**src/verilog/rail_bank_regs.svh**
```systemverilog
// Register offsets, field positions, write masks and reset values
// Assumes an 8-bit register index on the internal control port
`ifndef RAIL_BANK_REGS_SVH
`define RAIL_BANK_REGS_SVH
`define BUCK4_CONTROL_ADDR 8'hbd
`define BUCK4_SEQUENCING_ADDR 8'hbe
`define BUCK4_LOW_POWER_ADDR 8'hbf
`define BOOST5_CONTROL_ADDR 8'hc0
`define BOOST5_SEQUENCING_ADDR 8'hc1
`define BUCK6_CONTROL_ADDR 8'hc3
`define BUCK6_SEQUENCING_ADDR 8'hc4
`define BUCK6_LOW_POWER_ADDR 8'hc5
`define SWITCH_CONTROL_ADDR 8'hc7
// Writable bits; the rest read as zero
`define BUCK_CONTROL_MASK 16'h0c7f
`define BUCK6_CONTROL_MASK 16'hcc7f
`define SEQUENCING_MASK 16'hffc0
`define LOW_POWER_MASK 16'h737f
`define BOOST5_CONTROL_MASK 16'h535b
`define SWITCH_CONTROL_MASK 16'hffd3
// Mask-programmed defaults
`define BUCK4_CONTROL_RST 16'h0000
`define SEQUENCING_RST 16'h0000
`define LOW_POWER_RST 16'h0006
`define BOOST5_CONTROL_RST 16'h0008
`define BUCK6_CONTROL_RST 16'h0000
`define SWITCH_CONTROL_RST 16'h0003
// Field positions
`define FAULT_ACT_HI 15
`define FAULT_ACT_LO 14
`define START_SLOT_HI 13
`define START_SLOT_LO 10
`define STOP_SLOT_HI 9
`define STOP_SLOT_LO 6
`define SLEEP_MODE_HI 14
`define SLEEP_MODE_LO 12
`define SLEEP_SRC_HI 9
`define SLEEP_SRC_LO 8
`define OUTPUT_FLOAT_BIT 10
`define BOOST5_SLEEP_BIT 12
`define RAMP_HIGH_BIT 4
`define RAMP_LOW_BIT 3
`define SWITCH_SLEEP_BIT 4
// Slot codes
`define SLOT_NONE 4'h0
`define SLOT_FIRST 4'h1
`define SLOT_LAST 4'he
`define SLOT_EDGE 4'hf
`endif

```
**src/verilog/rail_bank_pkg.sv**
```systemverilog
// Types shared by the rail sequencing bank
// Assumes nothing beyond the register header
package rail_bank_pkg;
	typedef enum logic [1:0]
	{
		SEQ_OFF = 2'b00,
		SEQ_UP = 2'b01,
		SEQ_ACTIVE = 2'b11,
		SEQ_DOWN = 2'b10
	} seq_state_t;
	typedef struct packed
	{
		logic enable;
		logic discharge;
		logic standby;
		logic ldo_mode;
		logic [6:0] voltage;
	} buck_drive_t;
	typedef struct packed
	{
		logic enable;
		logic discharge;
		logic [1:0] feedback;
		logic [1:0] ramp;
	} boost_drive_t;
endpackage

```
**src/verilog/rail_sequencing_bank.sv**
```systemverilog
// Control bank and slot sequencer for bucks 4 and 6, boost 5, limit switch
// Assumes a serial interface decoder drives the register port
`timescale 1ns/10ps
`include "rail_bank_regs.svh"

module rail_sequencing_bank
#(
	parameter logic [6:0] BUCK4_VOLT_RST = 7'h00,
	parameter logic [6:0] BUCK6_VOLT_RST = 7'h00,
	parameter logic [3:0] BUCK4_START_RST = 4'h0,
	parameter logic [3:0] BUCK6_START_RST = 4'h0
)
(
	// Clock and reset
	input wire logic clk,
	input wire logic reset_n,
	// Register port from the serial interface
	input wire logic reg_write,
	input wire logic reg_read,
	input wire logic [7:0] reg_addr,
	input wire logic [15:0] reg_wdata,
	output logic [15:0] reg_rdata,
	// Power state machine
	input wire logic defaults_reload,
	input wire logic power_up_req,
	input wire logic power_down_req,
	input wire logic slot_tick,
	output rail_bank_pkg::seq_state_t seq_state,
	output logic [3:0] seq_slot,
	// Hibernate sources
	input wire logic sw_hibernate,
	input wire logic low_power_input_one,
	input wire logic low_power_input_two,
	input wire logic low_power_input_three,
	input wire logic gpio_hibernate,
	// Faults: bit 0 buck4, 1 boost5, 2 buck6, 3 switch over-current
	input wire logic [3:0] fault,
	output logic fault_irq,
	output logic system_shutdown,
	// Rail drives
	output rail_bank_pkg::buck_drive_t buck4_drive,
	output rail_bank_pkg::buck_drive_t buck6_drive,
	output rail_bank_pkg::boost_drive_t boost5_drive,
	output logic [1:0] buck6_capacitor_setting,
	output logic switch_enable
);
	import rail_bank_pkg::*;

	logic [15:0] buck4_control, buck4_sequencing, buck4_low_power;
	logic [15:0] boost5_control, boost5_sequencing;
	logic [15:0] buck6_control, buck6_sequencing, buck6_low_power;
	logic [15:0] current_switch_control;
	logic [15:0] next_buck4_control, next_buck4_sequencing, next_buck4_low_power;
	logic [15:0] next_boost5_control, next_boost5_sequencing;
	logic [15:0] next_buck6_control, next_buck6_sequencing, next_buck6_low_power;
	logic [15:0] next_current_switch_control;
	logic [15:0] next_reg_rdata;

	logic [15:0] seq_reg [4];
	logic [3:0] rail_on;
	logic [3:0] next_rail_on;
	seq_state_t next_seq_state;
	logic [3:0] next_seq_slot;
	logic next_fault_irq, next_system_shutdown;
	logic [3:0] sleep;
	logic [1:0] act [4];

	assign seq_reg[0] = buck4_sequencing;
	assign seq_reg[1] = boost5_sequencing;
	assign seq_reg[2] = buck6_sequencing;
	assign seq_reg[3] = current_switch_control;

	// Register writes and reads
	always_comb
	begin
		next_buck4_control = buck4_control;
		next_buck4_sequencing = buck4_sequencing;
		next_buck4_low_power = buck4_low_power;
		next_boost5_control = boost5_control;
		next_boost5_sequencing = boost5_sequencing;
		next_buck6_control = buck6_control;
		next_buck6_sequencing = buck6_sequencing;
		next_buck6_low_power = buck6_low_power;
		next_current_switch_control = current_switch_control;
		next_reg_rdata = reg_rdata;
		if (defaults_reload)
		begin
			next_buck4_control = `BUCK4_CONTROL_RST | {9'h000, BUCK4_VOLT_RST};
			next_buck4_sequencing = `SEQUENCING_RST | {2'h0, BUCK4_START_RST, 10'h000};
			next_buck4_low_power = `LOW_POWER_RST;
			next_boost5_control = `BOOST5_CONTROL_RST;
			next_boost5_sequencing = `SEQUENCING_RST;
			next_buck6_control = `BUCK6_CONTROL_RST | {9'h000, BUCK6_VOLT_RST};
			next_buck6_sequencing = `SEQUENCING_RST | {2'h0, BUCK6_START_RST, 10'h000};
			next_buck6_low_power = `LOW_POWER_RST;
			next_current_switch_control = `SWITCH_CONTROL_RST;
		end
		else if (reg_write)
		begin
			unique case (reg_addr)
				`BUCK4_CONTROL_ADDR: next_buck4_control = reg_wdata & `BUCK_CONTROL_MASK;
				`BUCK4_SEQUENCING_ADDR: next_buck4_sequencing = reg_wdata & `SEQUENCING_MASK;
				`BUCK4_LOW_POWER_ADDR: next_buck4_low_power = reg_wdata & `LOW_POWER_MASK;
				`BOOST5_CONTROL_ADDR: next_boost5_control = reg_wdata & `BOOST5_CONTROL_MASK;
				`BOOST5_SEQUENCING_ADDR: next_boost5_sequencing = reg_wdata & `SEQUENCING_MASK;
				`BUCK6_CONTROL_ADDR:
				begin
					next_buck6_control = reg_wdata & `BUCK6_CONTROL_MASK;
					// Unused capacitor code would misprogram the loop, so keep the old one
					if (reg_wdata[15:14] == 2'b10)
						next_buck6_control[15:14] = buck6_control[15:14];
				end
				`BUCK6_SEQUENCING_ADDR: next_buck6_sequencing = reg_wdata & `SEQUENCING_MASK;
				`BUCK6_LOW_POWER_ADDR: next_buck6_low_power = reg_wdata & `LOW_POWER_MASK;
				`SWITCH_CONTROL_ADDR: next_current_switch_control = reg_wdata & `SWITCH_CONTROL_MASK;
				default: next_buck4_control = buck4_control;
			endcase
		end
		if (reg_read)
		begin
			unique case (reg_addr)
				`BUCK4_CONTROL_ADDR: next_reg_rdata = buck4_control;
				`BUCK4_SEQUENCING_ADDR: next_reg_rdata = buck4_sequencing;
				`BUCK4_LOW_POWER_ADDR: next_reg_rdata = buck4_low_power;
				`BOOST5_CONTROL_ADDR: next_reg_rdata = boost5_control;
				`BOOST5_SEQUENCING_ADDR: next_reg_rdata = boost5_sequencing;
				`BUCK6_CONTROL_ADDR: next_reg_rdata = buck6_control;
				`BUCK6_SEQUENCING_ADDR: next_reg_rdata = buck6_sequencing;
				`BUCK6_LOW_POWER_ADDR: next_reg_rdata = buck6_low_power;
				`SWITCH_CONTROL_ADDR: next_reg_rdata = current_switch_control;
				default: next_reg_rdata = 16'h0000;
			endcase
		end
	end

	always_ff @(posedge clk or negedge reset_n)
	begin
		if (!reset_n)
		begin
			buck4_control <= `BUCK4_CONTROL_RST | {9'h000, BUCK4_VOLT_RST};
			buck4_sequencing <= `SEQUENCING_RST | {2'h0, BUCK4_START_RST, 10'h000};
			buck4_low_power <= `LOW_POWER_RST;
			boost5_control <= `BOOST5_CONTROL_RST;
			boost5_sequencing <= `SEQUENCING_RST;
			buck6_control <= `BUCK6_CONTROL_RST | {9'h000, BUCK6_VOLT_RST};
			buck6_sequencing <= `SEQUENCING_RST | {2'h0, BUCK6_START_RST, 10'h000};
			buck6_low_power <= `LOW_POWER_RST;
			current_switch_control <= `SWITCH_CONTROL_RST;
			reg_rdata <= 16'h0000;
		end
		else
		begin
			buck4_control <= next_buck4_control;
			buck4_sequencing <= next_buck4_sequencing;
			buck4_low_power <= next_buck4_low_power;
			boost5_control <= next_boost5_control;
			boost5_sequencing <= next_boost5_sequencing;
			buck6_control <= next_buck6_control;
			buck6_sequencing <= next_buck6_sequencing;
			buck6_low_power <= next_buck6_low_power;
			current_switch_control <= next_current_switch_control;
			reg_rdata <= next_reg_rdata;
		end
	end

	// Hibernate source selection
	function automatic logic pick_sleep(input logic [1:0] src);
		logic [3:0] req;
		req = {low_power_input_three, low_power_input_two, low_power_input_one, sw_hibernate};
		return req[src] | gpio_hibernate;
	endfunction

	// The function reads ports directly, so only always_comb tracks their changes
	always_comb
	begin
		sleep[0] = pick_sleep(buck4_low_power[`SLEEP_SRC_HI:`SLEEP_SRC_LO]);
		sleep[1] = pick_sleep(boost5_control[`SLEEP_SRC_HI:`SLEEP_SRC_LO]);
		sleep[2] = pick_sleep(buck6_low_power[`SLEEP_SRC_HI:`SLEEP_SRC_LO]);
		sleep[3] = sw_hibernate | gpio_hibernate;
	end

	// Buck drive from enable, sleep behaviour and image voltage
	function automatic buck_drive_t buck_drive(input logic on, input logic slp,
		input logic [15:0] ctl, input logic [15:0] lp);
		buck_drive_t d;
		logic [2:0] m;
		m = slp ? lp[`SLEEP_MODE_HI:`SLEEP_MODE_LO] : 3'h0;
		d.enable = on & (m != 3'h7);
		d.standby = (m == 3'h2) | (m == 3'h3);
		d.ldo_mode = (m == 3'h4) | (m == 3'h5);
		// Reserved code 110 behaves as no change
		d.voltage = (m == 3'h1 || m == 3'h3 || m == 3'h5) ? lp[6:0] : ctl[6:0];
		d.discharge = !d.enable & !ctl[`OUTPUT_FLOAT_BIT];
		return d;
	endfunction

	always_comb
	begin
		buck4_drive = buck_drive(rail_on[0], sleep[0], buck4_control, buck4_low_power);
		buck6_drive = buck_drive(rail_on[2], sleep[2], buck6_control, buck6_low_power);
		boost5_drive.enable = rail_on[1] & !(sleep[1] & boost5_control[`BOOST5_SLEEP_BIT]);
		boost5_drive.discharge = 1'b0;
		boost5_drive.feedback = boost5_control[1:0];
		boost5_drive.ramp = (boost5_control[1:0] == 2'b11) ? 2'b11 :
			{boost5_control[`RAMP_HIGH_BIT], boost5_control[`RAMP_LOW_BIT]};
		switch_enable = rail_on[3] & !(sleep[3] & !current_switch_control[`SWITCH_SLEEP_BIT]);
		buck6_capacitor_setting = buck6_control[15:14];
	end

	// Slot sequencer and fault actions
	always_comb
	begin
		logic [3:0] st, sp;
		logic sys;
		st = 4'h0;
		sp = 4'h0;
		sys = 1'b0;
		next_seq_state = seq_state;
		next_seq_slot = seq_slot;
		next_rail_on = rail_on;
		for (int i = 0; i < 4; i++)
		begin
			act[i] = seq_reg[i][`FAULT_ACT_HI:`FAULT_ACT_LO];
			st = seq_reg[i][`START_SLOT_HI:`START_SLOT_LO];
			sp = seq_reg[i][`STOP_SLOT_HI:`STOP_SLOT_LO];
			if (seq_state == SEQ_UP && slot_tick)
			begin
				if (st == seq_slot)
					next_rail_on[i] = 1'b1;
				if (seq_slot == `SLOT_LAST && st == `SLOT_EDGE)
					next_rail_on[i] = 1'b1;
			end
			if (seq_state == SEQ_DOWN && slot_tick)
			begin
				if (sp == seq_slot)
					next_rail_on[i] = 1'b0;
				if (seq_slot == `SLOT_LAST)
					next_rail_on[i] = 1'b0;
			end
			if (fault[i] && act[i] == 2'b01)
				next_rail_on[i] = 1'b0;
			if (fault[i] && act[i][1])
				sys = 1'b1;
		end
		unique case (seq_state)
			SEQ_OFF:
				if (power_up_req && !sys)
				begin
					next_seq_state = SEQ_UP;
					next_seq_slot = `SLOT_FIRST;
				end
			SEQ_UP:
				if (slot_tick)
				begin
					if (seq_slot == `SLOT_LAST)
						next_seq_state = SEQ_ACTIVE;
					else
						next_seq_slot = seq_slot + 4'h1;
				end
			SEQ_ACTIVE:
				if (power_down_req)
				begin
					next_seq_state = SEQ_DOWN;
					next_seq_slot = `SLOT_FIRST;
				end
			SEQ_DOWN:
				if (slot_tick)
				begin
					if (seq_slot == `SLOT_LAST)
					begin
						next_seq_state = SEQ_OFF;
						next_seq_slot = `SLOT_NONE;
					end
					else
						next_seq_slot = seq_slot + 4'h1;
				end
		endcase
		// A system fault aborts power-up or active and walks the shutdown slots
		if (sys && (seq_state == SEQ_UP || seq_state == SEQ_ACTIVE))
		begin
			next_seq_state = SEQ_DOWN;
			next_seq_slot = `SLOT_FIRST;
		end
		next_fault_irq = |fault;
		next_system_shutdown = sys;
	end

	always_ff @(posedge clk or negedge reset_n)
	begin
		if (!reset_n)
		begin
			seq_state <= SEQ_OFF;
			seq_slot <= `SLOT_NONE;
			rail_on <= 4'h0;
			fault_irq <= 1'b0;
			system_shutdown <= 1'b0;
		end
		else
		begin
			seq_state <= next_seq_state;
			seq_slot <= next_seq_slot;
			rail_on <= next_rail_on;
			fault_irq <= next_fault_irq;
			system_shutdown <= next_system_shutdown;
		end
	end
endmodule

```
**config.mk**
```make
export PLATFORM = sky130hd
export DESIGN_NAME = rail_sequencing_bank
export DESIGN_NICKNAME = d
export VERILOG_FILES = /design/src/verilog/rail_bank_pkg.sv /design/src/verilog/rail_sequencing_bank.sv
export VERILOG_INCLUDE_DIRS = /design/src /design/src/verilog
export SDC_FILE = /design/constraint.sdc
export NUM_CORES = 1
export LEC_CHECK = 0
export BUFFER_PORTS_ARGS = -buffer_cell sky130_fd_sc_hd__buf_2
export CELL_PAD_IN_SITES_DETAIL_PLACEMENT = 0
export CELL_PAD_IN_SITES_GLOBAL_PLACEMENT = 1
export CORE_MARGIN = 2
export CORE_UTILIZATION = 35
export CTS_CLUSTER_DIAMETER = 40
export DETAILED_ROUTE_END_ITERATION = 8
export PLACE_DENSITY_LB_ADDON = 0.1
export SYNTH_ARGS = -nofsm -noshare
export SYNTH_HDL_FRONTEND = slang
export SYNTH_SLANG_ARGS = --single-unit
```
**constraint.sdc**
```tcl
create_clock -name clk -period 3.9 [get_ports clk]
set_clock_uncertainty 0.15 [all_clocks]
set_input_delay 0.195 -clock clk [delete_from_list [all_inputs] [get_ports clk]]
set_output_delay 0.195 -clock clk [all_outputs]
set_load 0.005 [all_outputs]
```
==> tab_implementation.tex <==
\begin{tabular}{lr}
\hline
Metric & Value \\
\hline
\multicolumn{2}{l}{\textbf{Die}} \\
Die area & 0.0213 mm² \\
X dimension of the die & roughly 150 µm \\
Number of standard-cell rows in the floorplan & between 50 and 60 \\
Die Ht & roughly 150 µm \\
Initial Util & 0.359 \\
Ports placed on the boundary & 96 \\
Floorplan core area & 0.0196 mm² \\
\multicolumn{2}{l}{\textbf{Worst setup path}} \\
CP startpoint kind & flip-flop \\
Critical path fanouts, max & 7 \\
Worst-case register-to-register setup slack & 1240 ps \\
Critical path type & reg -> out \\
End of the worst register-to-register path & seq\_slot[2] \\
Reg-to-reg critical path startpoint & seq\_slot[0] \\
Arrival time at the worst endpoint & 2530 ps \\
Worst Reg2Reg Path Length in Cells & 7 \\
Critical Path End Type & output port \\
Required time worst endpoint & approximately 3600 ps \\
\multicolumn{2}{l}{\textbf{Power and ir drop}} \\
Power per cell area & $\sim$440 mW/mm² \\
Overall Power & 3.72 mW \\
Leakage power of the design & 3.64 nW \\
Maximum resistive drop on vdd & 0.000282 V \\
\multicolumn{2}{l}{\textbf{Synthesis}} \\
Cell Area, Synth & 0.00704 mm² \\
Post-synthesis cell count & 754 \\
Async set-or-reset flop fraction in the synthesized netlist & 1.00 \\
Synth Area per Inst & 9.34 µm² \\
Number of enable-type register cells in the synthesized netlist & 0 \\
Yosys warning total & 0 \\
Number of distinct library cells after synthesis & roughly 70 \\
Synth Flop Type & sky130\_fd\_sc\_hd\_\_dfrtp\_1 \\
Fraction of synthesized cell area taken by the top area cell type & 0.416 \\
Net count after synthesis & 802 \\
Portion of the post-synthesis area used by sequential elements & 0.442 \\
Seq cells post-synth & 124 \\
List of most frequent post-synthesis cells & sky130\_fd\_sc\_hd\_\_nand2\_1, sky130\_fd\_sc\_hd\_\_dfrtp\_1, sky130\_fd\_sc\_hd\_\_a21oi\_1 \\
Main area contributors after synthesis & sky130\_fd\_sc\_hd\_\_dfrtp\_1, sky130\_fd\_sc\_hd\_\_mux2i\_1, sky130\_fd\_sc\_hd\_\_nand2\_1 \\
Most area-hungry cell type in the Yosys netlist & sky130\_fd\_sc\_hd\_\_dfrtp\_1 \\
Most repeated cell in the gate-level netlist after synthesis & sky130\_fd\_sc\_hd\_\_nand2\_1 \\
\multicolumn{2}{l}{\textbf{Drt}} \\
Final routed wirelength across all metal layers & between 20,000 and 25,000 µm \\
Number of nets with antenna violations after routing & 0 \\
Mean routed wirelength per cell & 21.9 µm \\
Via count & 6,193 \\
Vias per std cell & between 5 and 6 \\
Number of remaining DRC errors & 0 \\
First DRT Iteration DRCs & 569 \\
First-pass iteration count of the detailed router & 5 \\
\multicolumn{2}{l}{\textbf{STA}} \\
Final setup TNS & 0 ps \\
Final clock period utilization by the worst path & 0.736 \\
Count of final hold-check violations & 0 \\
Setup violation total in the final timing report & 0 \\
RSZ-0062 raised after global routing & no \\
Final Max Slew Viols & 0 \\
Slew HR & 0.277 \\
Time the worst path needs with I/O delays and setup & approximately 2900 ps \\
Achievable clock frequency & 0.348 GHz \\
Worst Tran Pin Value & 1080 ps \\
\multicolumn{2}{l}{\textbf{Clocking}} \\
Clock sinks & 124 \\
Number of buffers created by CTS & 17 \\
CTS tree & done \\
Root Buffer Master & sky130\_fd\_sc\_hd\_\_clkbuf\_16 \\
Register clock-pin slew on the reported worst setup and hold paths & 60 ps \\
Clk buf depth & 2 \\
Post-cts gate resize count & 0 \\
Maximum level of the CTS H-tree & 4 \\
Clock insertion delay at the later pin of the skew report & 420 ps \\
\multicolumn{2}{l}{\textbf{GRT}} \\
Vias in the first global route & 6,255 \\
Residual overflow from global routing & 0 \\
Maximum number of pins on one net before global-route repair & 97 \\
Global-route usage over all layers & 0.235 \\
Antenna violations before repair & 0 \\
Global-route wire length before repair & 38,100 µm \\
\multicolumn{2}{l}{\textbf{Layout}} \\
Layout area overhead & 19.9\% \\
Antenna diode instance count & 0 \\
Post-layout net count & 890 \\
Proportion of layout cells with a drive suffix above 1 & 0.199 \\
\multicolumn{2}{l}{\textbf{Place}} \\
Global placement routability congestion & 0.872 \\
DP Wirelength & $\sim$17,000 µm \\
Number of input and output port buffers inserted & 94 \\
\multicolumn{2}{l}{\textbf{Min path}} \\
Hold/Removal Path Class & in -> reg \\
Min-Delay Path Depth & 3 \\
Capture endpoint of the worst hold path & system\_shutdown \\
Critical hold path startpoint & fault[0] \\
\multicolumn{2}{l}{\textbf{Run}} \\
Max Cap Violations & 0 \\
\multicolumn{2}{l}{\textbf{Status}} \\
Status & finished clean \\
\hline
\end{tabular}
logic make-up after synthesis:
group,share of synthesized area
simple gates,0.192
compound gates,0.150
flops,0.442
mux,0.113
buf+inv,0.0490
xor+xnor,0.0398
fa+ha+maj,0.0124
other cells,0.000533
cell usage in the layout, fill, tap and decap left out, types with 19 or more instances in the layout:
master	count
sky130_fd_sc_hd__nand3_1	37
sky130_fd_sc_hd__xnor2_1	32
sky130_fd_sc_hd__mux2i_1	55
sky130_fd_sc_hd__buf_2	93
sky130_fd_sc_hd__nor2_1	53
sky130_fd_sc_hd__o22ai_1	26
sky130_fd_sc_hd__a21oi_1	69
sky130_fd_sc_hd__nand2_1	125
sky130_fd_sc_hd__dfrtp_1	117
sky130_fd_sc_hd__dlygate4sd3_1	20
sky130_fd_sc_hd__inv_1	19
registers in the layout (all words and copies together) (netlist names), 4 cells and up:
signal	cells
rail_on	4
buck6_low_power	12
buck6_control	11
boost5_control	9
buck4_sequencing	10
seq_slot	4
buck4_control	9
buck6_sequencing	10
reg_rdata	16
buck4_low_power	12
current_switch_control	13
boost5_sequencing	10
layout make-up:
| type | count | area (µm²) |
|---|---|---|
| Clock inverter | 12 | 145 |
| Multi-Input combinational cell | 559 | 3580 |
| Tap cell | 265 | 332 |
| Fill cell | 1956 | 11200 |
| Clock buffer | 20 | 457 |
| Timing Repair Buffer | 121 | 738 |
| Inverter | 19 | 71.3 |
| Sequential cell | 124 | 3110 |
critical path: stages, from the launching register on:
cell and delay (ps):
sky130_fd_sc_hd__dfrtp_1 420, sky130_fd_sc_hd__mux4_2 540, sky130_fd_sc_hd__o21ai_1 160, sky130_fd_sc_hd__nand2b_1 450
sky130_fd_sc_hd__mux2_2 400, sky130_fd_sc_hd__buf_2 130
per-stage QoR:
stage	hold slack (ps)	std cells	cell area [µm²]	utilization	setup WS, ps
after global routing	28.2	1120	8440	0.431	938
after CTS	1.58	1120	8440	0.431	1030
after global placement	291	1068	7640	0.390	1200
final	11.6	1120	8440	0.431	1030
after detailed placement	304	1068	7640	0.390	1150
after floorplan	-251	754	7040	-	1660
worst max-delay path by stage:
stage / start / endpoint / depth (start not counted)
3_3_place_gp: reg_addr[0] / buck6_control[14] / 7
5_1_grt: buck6_low_power[8] / buck6_drive[1] / 5
6_report: buck6_low_power[8] / buck6_drive[4] / 5
2_1_floorplan: seq_slot[0] / seq_slot[2] / 8
4_1_cts: buck6_low_power[8] / buck6_drive[4] / 5
3_5_place_dp: reg_addr[1] / buck6_control[14] / 7
routing by layer:
metal | vias to the layer above | track usage | share of wire
met5 | - | 0 | 0
met4 | 0 | 0.0642 | 0.015
met3 | 30 | 0.0508 | 0.064
met2 | 233 | 0.348 | 0.44
met1 | 3074 | 0.345 | 0.48
li1 | 2856 | - | -
report_power, final:
| part | switching [mW] | leakage [nW] | internal [mW] |
|---|---|---|---|
| combinational | 0.369 | 1.67 | 0.291 |
| clock | 0.600 | 0.288 | 1.03 |
| sequential | 0.0990 | 1.68 | 1.33 |
| total | 1.07 | 3.64 | 2.65 |
timing repair:
| action | in CTS | in global routing |
|---|---|---|
| setup buffers | 0 | 0 |
| endpoints found under the hold margin | 137 | 0 |
| hold buffers | 20 | 0 |
Power figures use the tool's default switching activity.
